File: config.mk
export PLATFORM = sky130hd
export DESIGN_NAME = eeprom_host
export DESIGN_NICKNAME = d
export VERILOG_FILES = /design/src/hdl/eeprom_host_pkg.sv /design/src/hdl/eeprom_host.sv /design/src/hdl/byte_fifo.sv
export SDC_FILE = /design/constraint.sdc
export NUM_CORES = 1
export LEC_CHECK = 0
export ABC_AREA = 1
export BUFFER_PORTS_ARGS = -buffer_cell sky130_fd_sc_hd__buf_2
export CELL_PAD_IN_SITES_DETAIL_PLACEMENT = 1
export CELL_PAD_IN_SITES_GLOBAL_PLACEMENT = 1
export CORE_ASPECT_RATIO = 1.75
export CORE_MARGIN = 5
export CORE_UTILIZATION = 35
export DETAILED_ROUTE_END_ITERATION = 6
export PLACE_DENSITY_LB_ADDON = 0.1
export SLEW_MARGIN = 5
export SYNTH_ARGS = -nofsm -noshare
export SYNTH_HDL_FRONTEND = slang
export SYNTH_HIERARCHICAL = 1
export SYNTH_SLANG_ARGS = --single-unit
File: constraint.sdc
create_clock -name clk -period 3.7 [get_ports clk]
set_input_delay 0.74 -clock clk [delete_from_list [all_inputs] [get_ports clk]]
set_output_delay 0.74 -clock clk [all_outputs]
set_load 0.02 [all_outputs]
File: src/hdl/eeprom_host_pkg.sv
package eeprom_host_pkg;

  // ----------------------------------------
  // timing
  // ----------------------------------------
  localparam int CLK_HZ = 20_000_000;
  localparam int SCL_HZ = 100_000;
  // one quarter of a serial clock period, in core cycles
  localparam int QTR_CYC = CLK_HZ / (4 * SCL_HZ);

  // ----------------------------------------
  // memory geometry
  // ----------------------------------------
  localparam int DATA_W = 8;
  localparam int FIFO_DEPTH = 16;
  localparam logic [6:0] PAGE_BYTES = 7'h40;
  localparam logic [15:0] ADDR_END = 16'h8000;
  localparam logic [2:0] ACK_BIT = 3'h0;
  localparam logic [3:0] LAST_BIT = 4'h8;

  // ----------------------------------------
  // command carrier
  // ----------------------------------------
  typedef struct packed {
    logic rd;
    logic use_addr;
    logic [17:0] addr;
    logic [6:0] len;
  } cmd_t;

  typedef enum logic [4:0] {
    ST_IDLE  = 5'h01,
    ST_START = 5'h02,
    ST_FETCH = 5'h04,
    ST_BYTE  = 5'h08,
    ST_STOP  = 5'h10
  } state_t;

  typedef enum logic [6:0] {
    STEP_CTRLW = 7'h01,
    STEP_ADDRH = 7'h02,
    STEP_ADDRL = 7'h04,
    STEP_WDATA = 7'h08,
    STEP_CTRLR = 7'h10,
    STEP_RDATA = 7'h20,
    STEP_POLL  = 7'h40
  } step_t;

endpackage : eeprom_host_pkg

File: src/hdl/eeprom_host.sv
// Notes on behaviour
// - chip-select bits carry address bits 15 to 17
// - single-select variant sends select bits 0,1 zero
// - control byte is code, selects, low write bit
// - up to 63 more bytes, committed at stop
// - page writes kept inside one aligned page
// - poll repeats start and control until acknowledged
// - read control byte has read bit one
// - last read byte unacknowledged, then stop
// - random read: address, repeated start, read
// - each acknowledge fetches the next byte
module eeprom_host
  import eeprom_host_pkg::*;
#(
  parameter logic [3:0] DEV_CODE = 4'h5, // arbitrary value, set per system
  parameter bit SINGLE_SEL = 1'b0,
  parameter int QTR = QTR_CYC
) (
  input wire logic clk,
  input wire logic rstn,
  input wire logic cmd_valid,
  input wire cmd_t cmd,
  output logic cmd_ready,
  input wire logic [DATA_W-1:0] wdata,
  input wire logic wdata_valid,
  output logic wdata_ready,
  output logic [DATA_W-1:0] rd_data,
  output logic rd_valid,
  output logic done,
  output logic nack_err,
  input wire logic wp_req,
  output logic write_protect,
  output logic scl,
  input wire logic sda_in,
  output logic sda_out,
  output logic sda_oe
);
  // ----------------------------------------
  // state
  // ----------------------------------------
  state_t state;
  step_t step;
  logic [1:0] phase;
  logic [3:0] bit_idx;
  logic [7:0] shreg;
  logic [6:0] cnt;
  logic [14:0] ptr;
  logic [2:0] sel;
  logic rd;
  logic poll;
  logic got_ack;
  logic sda_meta;
  logic sda_s;
  logic [15:0] div;
  logic tick;

  // ----------------------------------------
  // decode
  // ----------------------------------------
  wire take = cmd_valid && cmd_ready && (cmd.len != 7'h00);
  wire [6:0] page_room = PAGE_BYTES - {1'b0, cmd.addr[5:0]};
  wire [6:0] wr_len = (cmd.len > page_room) ? page_room : cmd.len;
  // writes always carry their own address; only reads may reuse the mirror
  wire [14:0] rd_base = (cmd.use_addr || !cmd.rd) ? cmd.addr[14:0] : ptr;
  wire [15:0] rd_room = ADDR_END - {1'b0, rd_base};
  wire [6:0] rd_len = ({9'h000, cmd.len} > rd_room) ? rd_room[6:0] : cmd.len;
  wire [2:0] sel_in = {cmd.addr[17], SINGLE_SEL ? 2'b00 : cmd.addr[16:15]};
  wire [7:0] ctrl_byte = {DEV_CODE, sel, step == STEP_CTRLR};
  wire is_ack_bit = bit_idx == LAST_BIT;
  wire last_rd = cnt == 7'h01;
  wire drive_low = is_ack_bit ? (step == STEP_RDATA && !last_rd)
                              : (step != STEP_RDATA && !shreg[7]);
  wire byte_end = tick && state == ST_BYTE && phase == 2'h3 && is_ack_bit;
  wire fifo_ready = state == ST_FETCH;
  wire fifo_valid;
  wire [DATA_W-1:0] fifo_data;

  // ----------------------------------------
  // write data buffer
  // ----------------------------------------
  byte_fifo #(.WIDTH(DATA_W), .DEPTH(FIFO_DEPTH)) u_fifo (
    .clk(clk),
    .rstn(rstn),
    .in_data(wdata),
    .in_valid(wdata_valid),
    .in_ready(wdata_ready),
    .out_data(fifo_data),
    .out_valid(fifo_valid),
    .out_ready(fifo_ready)
  );

  // ----------------------------------------
  // quarter-bit divider and data line sync
  // ----------------------------------------
  always_ff @(posedge clk or negedge rstn) begin
    if (!rstn) begin
      div <= '0;
      tick <= 1'b0;
      sda_meta <= 1'b1;
      sda_s <= 1'b1;
      sda_out <= 1'b0;
    end else begin
      tick <= div == 16'(QTR - 1);
      div <= (div == 16'(QTR - 1)) ? '0 : div + 16'h0001;
      sda_meta <= sda_in;
      sda_s <= sda_meta;
      sda_out <= 1'b0;
    end
  end

  // ----------------------------------------
  // sequencer
  // ----------------------------------------
  always_ff @(posedge clk or negedge rstn) begin
    if (!rstn) begin
      state <= ST_IDLE;
      step <= STEP_CTRLW;
      phase <= '0;
      bit_idx <= '0;
      shreg <= 8'hff;
      cnt <= '0;
      ptr <= '0;
      sel <= '0;
      rd <= 1'b0;
      poll <= 1'b0;
      got_ack <= 1'b0;
      cmd_ready <= 1'b1;
      rd_data <= '0;
      rd_valid <= 1'b0;
      done <= 1'b0;
      nack_err <= 1'b0;
      write_protect <= 1'b0;
      scl <= 1'b1;
      sda_oe <= 1'b0;
    end else begin
      rd_valid <= 1'b0;
      done <= 1'b0;
      unique case (state)
        ST_IDLE: begin
          // protect level only moves between commands, never across a stop
          write_protect <= wp_req;
          if (take) begin
            cmd_ready <= 1'b0;
            nack_err <= 1'b0;
            rd <= cmd.rd;
            sel <= sel_in;
            ptr <= rd_base;
            cnt <= cmd.rd ? rd_len : wr_len;
            step <= (cmd.rd && !cmd.use_addr) ? STEP_CTRLR : STEP_CTRLW;
            phase <= '0;
            state <= ST_START;
          end
        end
        ST_START: if (tick) begin
          phase <= phase + 2'h1;
          unique case (phase)
            2'h0: begin
              scl <= 1'b0;
              sda_oe <= 1'b0;
            end
            2'h1: scl <= 1'b1;
            2'h2: sda_oe <= 1'b1;
            2'h3: begin
              scl <= 1'b0;
              shreg <= ctrl_byte;
              bit_idx <= '0;
              state <= ST_BYTE;
            end
          endcase
        end
        ST_FETCH: if (fifo_valid) begin
          shreg <= fifo_data;
          bit_idx <= '0;
          phase <= '0;
          state <= ST_BYTE;
        end
        ST_BYTE: if (tick) begin
          phase <= phase + 2'h1;
          unique case (phase)
            2'h0: sda_oe <= drive_low;
            2'h1: scl <= 1'b1;
            2'h2: begin
              if (is_ack_bit) got_ack <= !sda_s;
              else shreg <= {shreg[6:0], sda_s};
            end
            2'h3: begin
              scl <= 1'b0;
              bit_idx <= is_ack_bit ? 4'h0 : bit_idx + 4'h1;
            end
          endcase
          if (byte_end) begin
            if (step == STEP_RDATA) begin
              rd_data <= shreg;
              rd_valid <= 1'b1;
              ptr <= ptr + 15'h0001;
              cnt <= cnt - 7'h01;
              shreg <= 8'hff;
              if (last_rd) state <= ST_STOP;
            end else if (!got_ack) begin
              if (step == STEP_POLL) begin
                state <= ST_START;
              end else begin
                nack_err <= 1'b1;
                poll <= 1'b0;
                state <= ST_STOP;
              end
            end else begin
              unique case (step)
                STEP_CTRLW: begin
                  step <= STEP_ADDRH;
                  shreg <= {1'b0, ptr[14:8]};
                end
                STEP_ADDRH: begin
                  step <= STEP_ADDRL;
                  shreg <= ptr[7:0];
                end
                STEP_ADDRL: begin
                  // reads send no data after the address: repeated start reuses the pointer; writes fetch data
                  step <= rd ? STEP_CTRLR : STEP_WDATA;
                  state <= rd ? ST_START : ST_FETCH;
                end
                STEP_WDATA: begin
                  ptr <= {ptr[14:6], ptr[5:0] + 6'h01};
                  cnt <= cnt - 7'h01;
                  poll <= last_rd;
                  state <= last_rd ? ST_STOP : ST_FETCH;
                end
                STEP_CTRLR: begin
                  step <= STEP_RDATA;
                  shreg <= 8'hff;
                end
                STEP_POLL: begin
                  poll <= 1'b0;
                  state <= ST_STOP;
                end
                default: state <= ST_STOP;
              endcase
            end
          end
        end
        ST_STOP: if (tick) begin
          phase <= phase + 2'h1;
          unique case (phase)
            2'h0: begin
              scl <= 1'b0;
              sda_oe <= 1'b1;
            end
            2'h1: scl <= 1'b1;
            2'h2: sda_oe <= 1'b0;
            2'h3: begin
              if (poll) begin
                step <= STEP_POLL;
                state <= ST_START;
              end else begin
                cmd_ready <= 1'b1;
                done <= 1'b1;
                state <= ST_IDLE;
              end
            end
          endcase
        end
        default: state <= ST_IDLE;
      endcase
    end
  end

  // ----------------------------------------
  // checks
  // ----------------------------------------
  chk_ctrl_code: assert property (@(posedge clk) disable iff (!rstn)
    ($past(state) == ST_START && state == ST_BYTE) |->
      shreg[7:4] == DEV_CODE && shreg[0] == (step == STEP_CTRLR))
    else $error("control byte code or direction wrong");
  chk_chip_ext: assert property (@(posedge clk) disable iff (!rstn)
    ($past(state) == ST_START && state == ST_BYTE) |-> shreg[3:1] == sel)
    else $error("select bits do not carry the upper address");
  chk_sel_variant: assert property (@(posedge clk) disable iff (!rstn)
    (SINGLE_SEL && state == ST_BYTE && $past(state) == ST_START) |-> shreg[2:1] == 2'b00)
    else $error("select bits 0 and 1 not zero");
  chk_page_room: assert property (@(posedge clk) disable iff (!rstn)
    ($past(state) == ST_IDLE && state == ST_START && !rd) |->
      cnt != 7'h00 && ({1'b0, cnt} + {2'b00, ptr[5:0]}) <= 8'h40)
    else $error("page write crosses the page end");
  chk_read_bound: assert property (@(posedge clk) disable iff (!rstn)
    ($past(state) == ST_IDLE && state == ST_START && rd) |->
      ({9'h000, cnt} + {1'b0, ptr}) <= ADDR_END)
    else $error("sequential read runs past the device end");
  chk_poll_retry: assert property (@(posedge clk) disable iff (!rstn)
    (byte_end && step == STEP_POLL && !got_ack) |=> state == ST_START && step == STEP_POLL)
    else $error("poll not repeated after refusal");
  chk_random_restart: assert property (@(posedge clk) disable iff (!rstn)
    (byte_end && step == STEP_ADDRL && rd && got_ack) |=>
      state == ST_START && step == STEP_CTRLR ##1 sda_oe == 1'b0)
    else $error("random read lacks repeated start");
  chk_last_nack: assert property (@(posedge clk) disable iff (!rstn)
    (state == ST_BYTE && step == STEP_RDATA && is_ack_bit && phase == 2'h2) |->
      sda_oe == !last_rd)
    else $error("read acknowledge level wrong");
  chk_stop_after_nack: assert property (@(posedge clk) disable iff (!rstn)
    (byte_end && step == STEP_RDATA && last_rd) |=> state == ST_STOP ##1 rd_valid == 1'b0)
    else $error("no stop after last read byte");
  chk_sda_stable: assert property (@(posedge clk) disable iff (!rstn)
    (state == ST_BYTE && $changed(sda_oe)) |-> !scl && !$past(scl))
    else $error("data line moved while clock high");

endmodule : eeprom_host

File: src/hdl/byte_fifo.sv
module byte_fifo
  import eeprom_host_pkg::*;
#(
  parameter int WIDTH = DATA_W,
  parameter int DEPTH = FIFO_DEPTH
) (
  input wire logic clk,
  input wire logic rstn,
  input wire logic [WIDTH-1:0] in_data,
  input wire logic in_valid,
  output logic in_ready,
  output logic [WIDTH-1:0] out_data,
  output logic out_valid,
  input wire logic out_ready
);
  localparam int PW = $clog2(DEPTH);
  localparam logic [PW:0] FULL_CNT = (PW + 1)'(DEPTH);
  localparam logic [PW-1:0] LAST_IDX = PW'(DEPTH - 1);

  logic [WIDTH-1:0] mem [DEPTH];
  logic [PW-1:0] wr_ptr;
  logic [PW-1:0] rd_ptr;
  logic [PW:0] count;

  wire push = in_valid && in_ready;
  wire pop = out_valid && out_ready;
  wire [PW:0] next_count = count + (PW + 1)'(push) - (PW + 1)'(pop);
  wire [PW-1:0] next_wr = (wr_ptr == LAST_IDX) ? '0 : wr_ptr + 1'b1;
  wire [PW-1:0] next_rd = (rd_ptr == LAST_IDX) ? '0 : rd_ptr + 1'b1;

  assign out_data = mem[rd_ptr];

  always_ff @(posedge clk) begin
    if (push) begin
      mem[wr_ptr] <= in_data;
    end
  end

  // flags registered from the next count so both are honest one cycle ahead
  always_ff @(posedge clk or negedge rstn) begin
    if (!rstn) begin
      wr_ptr <= '0;
      rd_ptr <= '0;
      count <= '0;
      in_ready <= 1'b0;
      out_valid <= 1'b0;
    end else begin
      if (push) wr_ptr <= next_wr;
      if (pop) rd_ptr <= next_rd;
      count <= next_count;
      in_ready <= next_count != FULL_CNT;
      out_valid <= next_count != '0;
    end
  end

endmodule : byte_fifo

# Word level (Yosys, flattened, before mapping)

Memories as Yosys holds them, arrays and structs flattened.
Index checks and enable logic that the tools add are counted.

Flip-flop bits (word level): 103
Memory bits (writable): 128
Output and inout port bits: 17
Logic and storage cells: 251
Memories: 1

Memories:

| memory     | words | bits a word | read ports | clocked after Yosys merged registers in | write ports | line            | text |
|---|---|---|---|---|---|---|---|
| u_fifo.mem | 16    | 8           | 1          | 0                                       | 1           | byte_fifo.sv:20 | `logic [WIDTH-1:0] mem [DEPTH];` |

Reduce and logical (&&, ||, !) cells: 43
Bitwise gates (word level): 1
Equal/unequal tests: 52
$lt $le $gt $ge: 2
Add/sub/neg operators: 12
Multiplexer cells: 111

Operators by type and width:

| operator                                             | number |
|---|---|
| 2-to-1 mux 7 bit                                     | 17 |
| 2-to-1 mux 15 bit                                    | 5 |
| 2-to-1 mux 5 bit                                     | 15 |
| 2-to-1 mux 8 bit                                     | 9 |
| case mux 8 bit (3 select lines)                      | 2 |
| 2-to-1 mux 4 bit                                     | 8 |
| inequality test 2 bit, second input constant         | 15 |
| case mux 15 bit (2 select lines)                     | 1 |
| 2-to-1 mux 1 bit                                     | 29 |
| case mux 7 bit (4 select lines)                      | 1 |
| case mux 5 bit (5 select lines)                      | 1 |
| case mux 7 bit (3 select lines)                      | 1 |
| AND reduction 7 bit                                  | 3 |
| AND reduction 10 bit                                 | 2 |
| AND reduction 6 bit                                  | 3 |
| adder 16 x 1 -> 16 bit, second input constant        | 1 |
| equality test 16 x 6 -> 1 bit, second input constant | 1 |
| > comparator 7 x 16 -> 1 bit                         | 1 |
| 2-to-1 mux 16 bit                                    | 1 |
| case mux 1 bit (2 select lines)                      | 8 |
| subtractor 16 x 15 -> 16 bit, first input constant   | 1 |
| adder 15 x 1 -> 15 bit, second input constant        | 1 |
| case mux 5 bit (3 select lines)                      | 1 |
| AND reduction 5 bit                                  | 3 |
| 51 further kinds                                     | 91 |

# Depth between registers and ports, before layout

Gate-level depths: netlist (run 1).

Depth after elaboration: 9
Depth in mapped cells: 21

# Hierarchy

The synthesis (run 1) kept the hierarchy.

Modules (own cells, without submodules):

| module      | cells an instance | times used | area each (µm²) |
|---|---|---|---|
| eeprom_host | 936               | 1          | 6643.9 |
| byte_fifo   | 651               | 1          | 6452.4 |

# Least setup slack after synthesis (run 1)

Ideal clock, no wire load.

Path kind: input-to-reg
From: input cmd[25] (netlist name)
To: register cnt[0]
Data arrival time: 2.869 ns
Setup time: 0.117 ns
Path buffers: 1
Stages: 18
Slack: 0.715 ns
Path through: inv_2 -> nand2_4 -> buf_6 -> o21ai_2 -> ha_1 -> nand3_4 -> nor2_2 -> xor2_1 -> ha_1 -> nand3_1 -> o21ai_0 -> nand2_1 -> nor2_4 -> nand4_1 -> nand3_1 -> nand2_1 -> nand2_1 -> nand2_1

Cells in the longest elaborated chain, start to end: 8

Ends and longest elaborated chain:

| element                           | line               | text |
|---|---|---|
| start, declared                   | eeprom_host.sv:22  | `input wire cmd_t cmd,` |
| logical OR 1 bit *                | eeprom_host.sv:64  | `wire [14:0] rd_base = (cmd.use_addr \|\| !cmd.rd) ? cmd.addr[14:0] : ptr;` |
| 2-to-1 mux 15 bit *               | eeprom_host.sv:64  |  |
| subtractor 16 x 15 -> 16 bit *    | eeprom_host.sv:65  | `wire [15:0] rd_room = ADDR_END - {1'b0, rd_base};` |
| > comparator 7 x 16 -> 1 bit      | eeprom_host.sv:66  | `wire [6:0] rd_len = ({9'h000, cmd.len} > rd_room) ? rd_room[6:0] : cmd.len;` |
| 2-to-1 mux 7 bit *                | eeprom_host.sv:66  |  |
| 2-to-1 mux 7 bit *                | eeprom_host.sv:148 | `cnt <= cmd.rd ? rd_len : wr_len;` |
| 2-to-1 mux 7 bit *                | eeprom_host.sv:142 | `if (take) begin` |
| case mux 7 bit (2 select lines) * | eeprom_host.sv:138 | `unique case (state)` |
| end signal, assigned              | eeprom_host.sv:148 |  |
| end signal, assigned              | eeprom_host.sv:196 | `cnt <= cnt - 7'h01;` |
| end signal, assigned              | eeprom_host.sv:224 | `cnt <= cnt - 7'h01;` |
| end, declared                     | eeprom_host.sv:46  | `logic [6:0] cnt;` |

Mark *: on every way between the ends. The rest lies on a longest branch, timed or not. The select of a mux whose other input is x is not followed.
A chain may end at the register's enable or synchronous reset.

# Worst setup path in the final report (run 1)

From: input cmd[25] (netlist name)
To: register cnt[1]

The elaborated chain is that of the path after synthesis.

==> impl_metrics.tcl, run 1 <==
set metrics [dict create \
    status "complete, no violations" \
    max_freq_ghz 0.324 \
    rsz0062_at_grt "false" \
    crit_buf_inv 2 \
    crit_family "simple AND/OR/NAND/NOR gates" \
    synth_seq_cells 231 \
    row_count 93 \
    drt_iter0_drc 495 \
    gr-usage-met3_pct 1.82 \
    clock-sinks 231 \
    final_nets 1735 \
    report.final.slew_viol_count 0 \
    setup_viol 0 \
    synth_edf_count 128 \
    drive_gt1_share_pct 12.1 \
    met1_usage_pct 18.8 \
    grtUsageMet2_pct 41.0 \
    drt-total-wl_um 40900 \
    critPathLaunchType "primary input" \
    ys_async_sr_fraction_pct 44.6 \
    tns_ns 0 \
    postCtsSetupRepairBufs 0 \
    critical_path.endpoint_type "register" \
    nFillCells 4433 \
    grt_max_degree 67 \
    viasPerCell 4.98 \
    die_y_um 266 \
    power.leakage_nw 6.98 \
    numCtsBuffers 26 \
    fin_area_sq_um 14800 \
    clk-insertion-delay-late_ns 0.55 \
    path_cells "buf_2 -> inv_2 -> nand2_4 -> o21ai_2 -> ha_1 -> nand3_4 -> nor2_2 -> xor2_1 -> ha_1 -> nand3_1 -> o21ai_0 -> nand2_1 -> nor2_4 -> nand3_4 -> nand2_1 -> nand3_1 -> nand2_1 -> nand2_1 -> nand2_1" \
    ios 58 \
    path_common_cell "nand2_1" \
    htreeDepth 1 \
    syn_nets 1667 \
    cp-endpoint "cnt[1]$_DFFE_PN0P_" \
    vias 10700 \
    clk_root_buffer_cell "clkbuf_16" \
    dieArea_sq_um 41500 \
    hp-class "in -> async" \
    crit_start "cmd[25]" \
    core-area_sq_um 36900 \
    port_buffers 56 \
    peakVddDrop_v 0.000411 \
    slew_headroom_pct 37.4 \
    die_x_um 156 \
    synth_area_per_cell_sq_um 8.25 \
    cts_tree "yes" \
    finalWorstPathRequiredPeriod_ns 3.09 \
    finalWeightedCongestion 0.841 \
    worstPathRequired_ns 4.19 \
    grt.busiest_layer "met2" \
    hold_viol 0 \
    cts.reportedPaths.clkPinSlew_ns 0.06 \
    r2r_setup_slack_ns 0.73 \
    tightest_slew_ns 0.931 \
    p_per_area_nw_per_um2 445 \
    clock_path_buffers 3 \
    hpwl_um 31300 \
    placed_area_sq_um 13900 \
    power_w 0.00658 \
    synthFlopType "edfxtp_1" \
    cts_resized 0 \
    grt_pass1_wl_um 63700 \
    fin_crit_sh_pct 83.5 \
    syn-cell-area_sq_um 13100 \
    grt_pass1_vias 11600 \
    antenna_found_initial 1 \
    crit_path_max_fanout 12 \
    worstPathArrival_ns 3.58 \
    synthCells 1587 \
    yosysUniqueCellTypes 61 \
    slowest_stage "ha_1" \
    cap_violations 0 \
    hold_buffers 0 \
    ant_nets 0 \
    yosys_warnings 6 \
    worstSetupPathType "in -> reg" \
    grt.overflow.total 0 \
    reg2reg_depth 18 \
    grt_usage_pct 19.7 \
    drc 0 \
    start_util_pct 35.5 \
    r2r_start "ptr[1]$_DFFE_PN0P_" \
    path_depth 19 \
    cp_slowest_stage_delay_ns 0.31 \
    rr_endpoint "cnt[1]$_DFFE_PN0P_" \
    firstDrtPassIters 4 \
    ys_seq_area_share_pct 49.2 \
    fin_skew_ns 0.0344 \
    area_growth_syn_to_layout_pct 12.9 \
    wl_per_cell_um 19.0 \
]
[cells in the mapped netlist, types with 6 or more instances]
master | n | area share, %
buf_4 | 12 | 0.69
xor2_1 | 22 | 1.5
clkbuf_1 | 8 | 0.23
nor2_2 | 10 | 0.48
o22ai_1 | 6 | 0.29
dfstp_2 | 14 | 2.8
a31oi_1 | 7 | 0.33
edfxtp_1 | 128 | 29
inv_1 | 266 | 7.6
o21ai_1 | 9 | 0.34
nor2_1 | 83 | 2.4
a21oi_1 | 58 | 2.2
buf_2 | 16 | 0.61
dfrtp_1 | 89 | 17
nand2_1 | 433 | 12
nor3_1 | 16 | 0.61
nand2_2 | 14 | 0.67
ha_1 | 38 | 3.6
o21ai_0 | 87 | 3.3
xnor2_1 | 6 | 0.40
inv_2 | 11 | 0.32
nand3_1 | 147 | 5.6
nand4_1 | 21 | 1.0
[through the flow]
stage	cells	setup WS (ns)	util [%]	hold WS [ns]
2_1_floorplan	1587	0.715	-	0.345
3_3_place_gp	2102	0.155	37.8	0.388
3_5_place_dp	2102	0.0736	37.8	0.390
4_1_cts	2149	0.654	40.1	0.245
5_1_grt	2149	0.394	40.1	0.259
6_report	2150	0.611	40.1	0.231
[worst register-to-register path, cell delays in order, from the launching register on]
cell and delay [ns]:
dfrtp_1 0.39, inv_1 0.11, nand3_1 0.09, nand2_2 0.14, ha_1 0.25, nand3_4 0.14, nor2_2 0.22, xor2_1 0.13
ha_1 0.31, nand3_1 0.10, o21ai_0 0.19, nand2_1 0.15, nor2_4 0.26, nand3_4 0.14, nand2_1 0.09, nand3_1 0.08
nand2_1 0.07, nand2_1 0.05, nand2_1 0.05
[cell families after synthesis]
family	after synthesis	share of synthesized area (%)
AO/OA/AOI/OAI	207	9.07
XOR/XNOR	28	1.87
adder cells (fa/ha/maj)	39	3.78
buffers and inverters	325	10.2
flip-flops	231	49.2
other	1	0.0286
AND/OR/NAND/NOR	756	25.9
[cell type report]
| type | instances | area, sq um | area share (%) |
|---|---|---|---|
| antenna | 1 | 2.50 | 0.0169 |
| clock inverter | 16 | 185 | 1.25 |
| sequential | 231 | 6440 | 43.6 |
| multi-input combinational | 1031 | 5320 | 36.0 |
| tap | 475 | 594 | 4.02 |
| clock buffer | 31 | 669 | 4.53 |
| inverter | 282 | 1060 | 7.16 |
| timing repair buffer | 83 | 510 | 3.45 |
[registers in the layout, indices dropped and copies added (netlist names), 2 cells and up]
signal         count
phase              2
u_fifo/rd_ptr      4
div               16
cnt                7
u_fifo/mem       128
rd_data            8
u_fifo/count       5
shreg              8
ptr               15
u_fifo/wr_ptr      4
sel                3
step               7
bit_idx            4
state              5
[cell usage in the layout, fill, tap and decap left out, drive strengths merged, types with 4 or more instances in the layout]
master,count
nor3,19
dfstp,14
xor2,22
o21ai,101
o22ai,6
a211oi,5
a31oi,7
clkbuf,31
nor2,100
inv,279
a21oi,58
clkinvlp,4
ha,38
nor4,7
nand3,150
nand3b,4
buf,83
xnor2,6
o211ai,5
edfxtp,128
dfrtp,89
nand4,22
nand2,451
clkinv,12
[how the worst min path moves through the flow]
stage | from | end | slack (ns) | depth (start not counted)
3_5_place_dp | sda_meta$_DFF_PN1_ | sda_s$_DFF_PN1_ | 0.39 | 0
4_1_cts | sda_in | sda_meta$_DFF_PN1_ | 0.25 | 1
6_report | rstn | u_fifo/wr_ptr[0]$_DFFE_PN0P_ | 0.23 | 1
3_3_place_gp | sda_meta$_DFF_PN1_ | sda_s$_DFF_PN1_ | 0.39 | 0
5_1_grt | sda_in | sda_meta$_DFF_PN1_ | 0.26 | 1
2_1_floorplan | sda_meta$_DFF_PN1_ | sda_s$_DFF_PN1_ | 0.35 | 0
[power by group]
| group | internal (W) | total (W) | switching (W) |
|---|---|---|---|
| combinational | 0.000299 | 0.000966 | 0.000667 |
| clock | 0.00151 | 0.00260 | 0.00108 |
| sequential | 0.00294 | 0.00302 | 0.0000748 |
[metal layers]
metal	part of all wire [%]	vias to the layer above	routed length, um
met5	0	-	0
met4	4.6	0	1900
met3	2.4	86	981
met2	59	162	24100
met1	34	5170	13900
li1	-	5281	-
No activity file was read; power rests on OpenSTA's default activity.
==> inputs of run 2 (changes only) <==
--- a/config.mk
+++ b/config.mk
@@ -5,7 +5,7 @@
 export SDC_FILE = /design/constraint.sdc
 export NUM_CORES = 1
 export LEC_CHECK = 0
-export ABC_AREA = 1
+export ABC_AREA = 0
 export BUFFER_PORTS_ARGS = -buffer_cell sky130_fd_sc_hd__buf_2
 export CELL_PAD_IN_SITES_DETAIL_PLACEMENT = 1
 export CELL_PAD_IN_SITES_GLOBAL_PLACEMENT = 1
==> constraint.sdc (replaced) <==
create_clock -name clk -period 2.5 [get_ports clk]
set_input_delay 0.5 -clock clk [delete_from_list [all_inputs] [get_ports clk]]
set_output_delay 0.5 -clock clk [all_outputs]
set_load 0.02 [all_outputs]
==> impl_metrics.tcl, run 2 <==
set metrics [dict create \
    fin_skew_ns 0.00922 \
    tns_ns -4.39 \
    grt_usage_pct 20.0 \
    drc 0 \
    yosys.area.top_type "edfxtp_1" \
    drt-total-wl_um 38300 \
    grt_pass1_vias 10200 \
    crit_buf_inv 2 \
    cp_slowest_stage_delay_ns 0.54 \
    r2r_start "ptr[4]$_DFFE_PN0P_" \
    die_x_um 151 \
    peakVddDrop_v 0.000779 \
    dp_cells 1672 \
    worst_slack_ns -0.596 \
    syn_nets 1097 \
    tightest_slew_ns 0.647 \
    start_util_pct 35.4 \
    htreeDepth 1 \
    viasPerCell 5.29 \
    largest_reg_flops 128 \
    worstSetupPathType "reg -> reg" \
    rr_endpoint "cnt[5]$_DFFE_PN0P_" \
    worstPathRequired_ns 2.92 \
    critPathLaunchType "register" \
    holdPathStages 1 \
    finalWeightedCongestion 0.873 \
    crit_path_max_fanout 6 \
    synth_seq_cells 231 \
    grt_max_degree 36 \
    violations "setup timing" \
    synth_edf_count 128 \
    yosys_warnings 6 \
    fin_crit_sh_pct 124 \
    layout_commonest_cell "buf_4" \
    reg_top3 "u_fifo/mem: 128 flops, div: 16 flops, ptr: 15 flops" \
    regMostFlops "u_fifo/mem" \
    final_nets 1332 \
    synth_top_area_share_pct 31.5 \
    setup_viol 12 \
    die_y_um 257 \
    cap_violations 0 \
    power.leakage_nw 6.27 \
    synth_area_leaders "edfxtp_1 (31%), dfrtp_1 (18%), mux2i_1 (4.4%)" \
    dieArea_sq_um 38900 \
    clock-sinks 231 \
    hp-class "in -> reg" \
    synthFlopType "edfxtp_1" \
    worstHoldStart "sda_in" \
    clk_root_buffer_cell "clkbuf_16" \
    slew_headroom_pct 56.5 \
    wl_per_cell_um 22.1 \
    antenna_found_initial 0 \
    holdPathEnd "sda_meta$_DFF_PN1_" \
    dp_slack_ns -0.853 \
    slowest_stage "or4b_4" \
    hpwl_um 30200 \
    cts_tree "yes" \
    r2r_setup_slack_ns -0.60 \
    n_antenna_cell 0 \
    clock_path_buffers 3 \
    synth_most_common_cell "edfxtp_1" \
    syn-cell-area_sq_um 12200 \
    core-area_sq_um 34500 \
    final_cell_mix "buf_4 (190), edfxtp_1 (128), dfrtp_1 (87), nor2_1 (69), nand2_1 (61)" \
    synth_commonest_cells "edfxtp_1 (128), dfrtp_1 (89), nor2_1 (71), nand2_1 (65), mux2i_1 (54)" \
    worstPathArrival_ns 3.51 \
    max_freq_ghz 0.323 \
    hold_viol 0 \
    numCtsBuffers 24 \
    rsz0062_at_grt "true" \
    layout.cells.non_filler 1730 \
    ys_seq_area_share_pct 52.7 \
    ios 58 \
    drive_gt1_share_pct 34.6 \
    port_buffers 56 \
    critical_path.endpoint_type "register" \
    reg2reg_depth 14 \
    grt_pass1_wl_um 59400 \
    drt_iter0_drc 273 \
    status "finished, violations left" \
    synth_area_per_cell_sq_um 12.0 \
    cts.reportedPaths.clkPinSlew_ns 0.06 \
    area_growth_syn_to_layout_pct 27.3 \
    crit_family "simple AND/OR/NAND/NOR gates" \
    finalWorstPathRequiredPeriod_ns 3.10 \
    vias 9157 \
    firstDrtPassIters 4 \
    yosysUniqueCellTypes 98 \
    clk-insertion-delay-late_ns 0.53 \
    grt.overflow.total 0 \
    row_count 90 \
    p_per_area_nw_per_um2 863 \
    report.final.slew_viol_count 0 \
    ant_nets 0 \
    path_cells "or4b_4 -> o31ai_4 -> and2_4 -> xnor2_2 -> ha_1 -> nand3_2 -> a21oi_2 -> a211oi_2 -> a2111oi_4 -> buf_4 -> nand4_4 -> buf_6 -> mux2i_1 -> a22o_1" \
    ys_async_sr_fraction_pct 44.6 \
    synthCells 1017 \
]
run 2: cell count changes after synthesis, sizes merged, moves of 19 or more:
cell   before  now
nand3     150   32
mux4        0   24
o21ai     101   51
inv       277   38
nor2      100   71
mux2        0   19
mux2i       0   54
nand2     451   65
run 2: cells by family (layout without fill, tap and decap cells):
kind of cell | Yosys count | count (layout) | synth area share, %
mux | 97 | 97 | 10.6
xor+xnor | 32 | 32 | 2.30
compound gates | 233 | 233 | 13.8
other cells | 1 | 1 | 0.0307
simple gates | 298 | 298 | 12.9
flops | 231 | 231 | 52.7
fa+ha+maj | 39 | 39 | 4.06
buf+inv | 86 | 339 | 3.56
run 2: layout make-up:
type	count	area [sq um]
clock inverter	15	126
fill	3746	18900
multi-input combinational	700	5730
clock buffer	29	641
sequential	231	6440
timing repair buffer	257	1880
inverter	38	145
tap	460	576
run 2: what timing repair did:
| action | in CTS | in global routing |
|---|---|---|
| buffers inserted | 6 | 8 |
| hold endpoints to repair | 25 | 0 |
| pin swaps | 12 | 27 |
| gates resized for setup | 20 | 33 |
| hold buffers | 1 | 0 |
| setup endpoints to repair | 19 | 34 |
run 2: per-stage QoR:
stage          total power, W  instance area, sq um  utilization [%]  hold slack, ns
4_1_cts                0.0134                 15300             44.5          0.0613
6_report               0.0134                 15500             45.1          0.0863
2_1_floorplan         0.00752                 12400                -           0.204
5_1_grt                0.0142                 15500             45.1          0.0734
3_3_place_gp          0.00949                 14400             41.8           0.348
3_5_place_dp          0.00958                 14400             41.8           0.358
run 2: how the worst max path moves through the flow:
stage,from,to,slack [ns],depth (start not counted)
floorplan,cmd[25],cnt[4]$_DFFE_PN0P_,-0.69,15
CTS,ptr[4]$_DFFE_PN0P_,cnt[4]$_DFFE_PN0P_,-0.55,12
global placement,cmd[26],cnt[2]$_DFFE_PN0P_,-0.79,16
global route,ptr[4]$_DFFE_PN0P_,cnt[5]$_DFFE_PN0P_,-0.74,14
detailed placement,cmd[26],cnt[2]$_DFFE_PN0P_,-0.85,14
finish,ptr[4]$_DFFE_PN0P_,cnt[5]$_DFFE_PN0P_,-0.60,14
run 2: where the power goes:
part / switching (W) / leakage, nW / internal (W) / total [W]
clock network: 0.00151 / 0.367 / 0.00203 / 0.00355
registers: 0.000383 / 2.44 / 0.00464 / 0.00502
logic: 0.00266 / 3.46 / 0.00217 / 0.00483
total: 0.00456 / 6.27 / 0.00884 / 0.0134
run 2: metal layers:
| layer | routed length (um) | global-route usage [%] | vias up | part of all wire [%] |
|---|---|---|---|---|
| met5 | 0 | 0 | - | 0 |
| met4 | 1800 | 8.72 | 0 | 4.7 |
| met3 | 798 | 1.80 | 69 | 2.1 |
| met2 | 22700 | 40.7 | 114 | 59 |
| met1 | 12900 | 19.5 | 4630 | 34 |
| li1 | - | - | 4344 | - |
==> inputs of run 3 (changes only) <==
--- a/config.mk
+++ b/config.mk
@@ -11,7 +11,7 @@
 export CELL_PAD_IN_SITES_GLOBAL_PLACEMENT = 1
 export CORE_ASPECT_RATIO = 1.75
 export CORE_MARGIN = 5
-export CORE_UTILIZATION = 35
+export CORE_UTILIZATION = 36
 export DETAILED_ROUTE_END_ITERATION = 6
 export PLACE_DENSITY_LB_ADDON = 0.1
 export SLEW_MARGIN = 5
==> constraint.sdc (replaced) <==
create_clock -name clk -period 2.7 [get_ports clk]
set_input_delay 0.54 -clock clk [delete_from_list [all_inputs] [get_ports clk]]
set_output_delay 0.54 -clock clk [all_outputs]
set_load 0.02 [all_outputs]
==> impl_metrics.tcl, run 3 (synthesis results as in run 2) <==
set metrics [dict create \
    met1_length_um 12400 \
    peakVddDrop_v 0.000553 \
    clk-insertion-delay-late_ns 0.54 \
    fin_skew_ns 0.0218 \
    report.final.slew_viol_count 0 \
    worstPathRequired_ns 3.17 \
    setup_viol 9 \
    htreeDepth 1 \
    critPathLaunchType "register" \
    die_x_um 149 \
    finalWeightedCongestion 0.849 \
    cp_slowest_stage_delay_ns 0.54 \
    regMostFlops "u_fifo/mem" \
    drt-total-wl_um 37800 \
    dr_wl_met2_um 22700 \
    reg2reg_depth 12 \
    final_cell_mix "buf_4 (154), edfxtp_1 (128), dfrtp_1 (87), nor2_1 (68), nand2_1 (64)" \
    worstSetupPathType "reg -> reg" \
    dp_slack_ns -0.724 \
    max_freq_ghz 0.340 \
    grt.overflow.total 0 \
    highest_layer "met4" \
    crit_buf_inv 0 \
    rsz0062_at_grt "true" \
    cts_tree "yes" \
    clock-sinks 231 \
    dieArea_sq_um 37800 \
    ant_nets 0 \
    fin_crit_sh_pct 109 \
    core-area_sq_um 33600 \
    area_growth_syn_to_layout_pct 24.4 \
    violations "setup timing" \
    cts.reportedPaths.clkPinSlew_ns 0.06 \
    worst_slack_ns -0.245 \
    antenna_found_initial 0 \
    hpwl_um 29500 \
    firstDrtPassIters 4 \
    drive_gt1_share_pct 32.0 \
    ios 58 \
    final_core_util_pct 45.2 \
    n_antenna_cell 0 \
    ff_latch_area_sq_um 6440 \
    power.leakage_nw 6.07 \
    layout_commonest_cell "buf_4" \
    r2r_setup_slack_ns -0.24 \
    holdPathStages 1 \
    path_cells "or4b_4 -> o31ai_4 -> and2_4 -> xnor2_4 -> ha_4 -> nand3_4 -> a21oi_2 -> a211oi_2 -> a2111oi_4 -> nand4_4 -> mux2_4 -> o211ai_2" \
    worstHoldStart "sda_in" \
    r2r_start "ptr[4]$_DFFE_PN0P_" \
    crit_path_max_fanout 5 \
    hold_viol 0 \
    nFillCells 3679 \
    viasPerCell 5.36 \
    crit_family "simple AND/OR/NAND/NOR gates" \
    vias 9027 \
    slew_headroom_pct 41.5 \
    wl_per_cell_um 22.5 \
    grt_max_degree 45 \
    p_per_area_nw_per_um2 806 \
    status "finished, violations left" \
    slowest_stage "or4b_4" \
    hp-class "in -> reg" \
    die_y_um 254 \
    clock_path_buffers 3 \
    cap_violations 0 \
    drt_iter0_drc 341 \
    holdPathEnd "sda_meta$_DFF_PN1_" \
    multi_input_area_sq_um 5690 \
    port_buffers 56 \
    row_count 89 \
    reg_top3 "u_fifo/mem: 128 flops, div: 16 flops, ptr: 15 flops" \
    worstPathArrival_ns 3.41 \
    routed-wl-met3_um 838 \
    tightest_slew_ns 0.870 \
    rr_endpoint "cnt[4]$_DFFE_PN0P_" \
    finalWorstPathRequiredPeriod_ns 2.94 \
    grt_pass1_wl_um 58400 \
    drc 0 \
    clk_root_buffer_cell "clkbuf_16" \
    grt_pass1_vias 10100 \
    largest_reg_flops 128 \
    critical_path.endpoint_type "register" \
    numCtsBuffers 24 \
    start_util_pct 36.3 \
    grt_usage_pct 20.2 \
    final_nets 1291 \
]
-- run 3: worst max-delay path by stage --
stage,from,to,slack [ns],depth (start not counted)
6_report,ptr[4]$_DFFE_PN0P_,cnt[4]$_DFFE_PN0P_,-0.24,12
5_1_grt,ptr[4]$_DFFE_PN0P_,cnt[4]$_DFFE_PN0P_,-0.34,12
4_1_cts,ptr[4]$_DFFE_PN0P_,cnt[5]$_DFFE_PN0P_,-0.31,13
3_5_place_dp,cmd[26],cnt[5]$_DFFE_PN0P_,-0.72,17
3_3_place_gp,cmd[26],cnt[5]$_DFFE_PN0P_,-0.66,17
2_1_floorplan,cmd[25],cnt[4]$_DFFE_PN0P_,-0.53,15
-- run 3: timing repair --
item / CTS / global route
setup endpoints to repair: 15 / 21
pin swaps: 18 / 16
hold buffers: 1 / 0
gates resized for setup: 22 / 16
hold endpoints to repair: 26 / 0
buffers inserted: 7 / 3
-- run 3: layer usage --
layer | GRT usage, % | up-vias
met5 | 0 | -
met4 | 8.56 | 0
met3 | 2.11 | 72
met2 | 42.4 | 130
met1 | 19.1 | 4572
li1 | - | 4253
-- run 3: through the flow --
| stage | hold slack (ns) | total power, W | std cells | TNS (ns) | instance area (sq um) |
|---|---|---|---|---|---|
| after global routing | 0.0994 | 0.0130 | 1684 | -2.39 | 15200 |
| after global placement | 0.351 | 0.00856 | 1629 | -5.04 | 14100 |
| after detailed placement | 0.347 | 0.00864 | 1629 | -5.37 | 14100 |
| after floorplan | 0.244 | 0.00690 | 1017 | -3.18 | 12300 |
| final | 0.124 | 0.0122 | 1684 | -1.47 | 15200 |
| after CTS | 0.0971 | 0.0123 | 1681 | -2.05 | 15100 |
-- run 3: power by group --
group | switching (W) | total [W] | leakage (nW) | internal [W]
logic | 0.00236 | 0.00423 | 3.26 | 0.00187
registers | 0.000382 | 0.00468 | 2.44 | 0.00430
clock network | 0.00139 | 0.00333 | 0.376 | 0.00194
-- run 3: area by class of cell --
class                           instances  area share [%]
Clock inverter                         14            1.10
Inverter                               38           0.939
Clock buffer                           30            4.10
Timing Repair Buffer                  216            10.2
Tap cell                              455            3.75
Sequential cell                       231            42.4
Multi-Input combinational cell        700            37.5
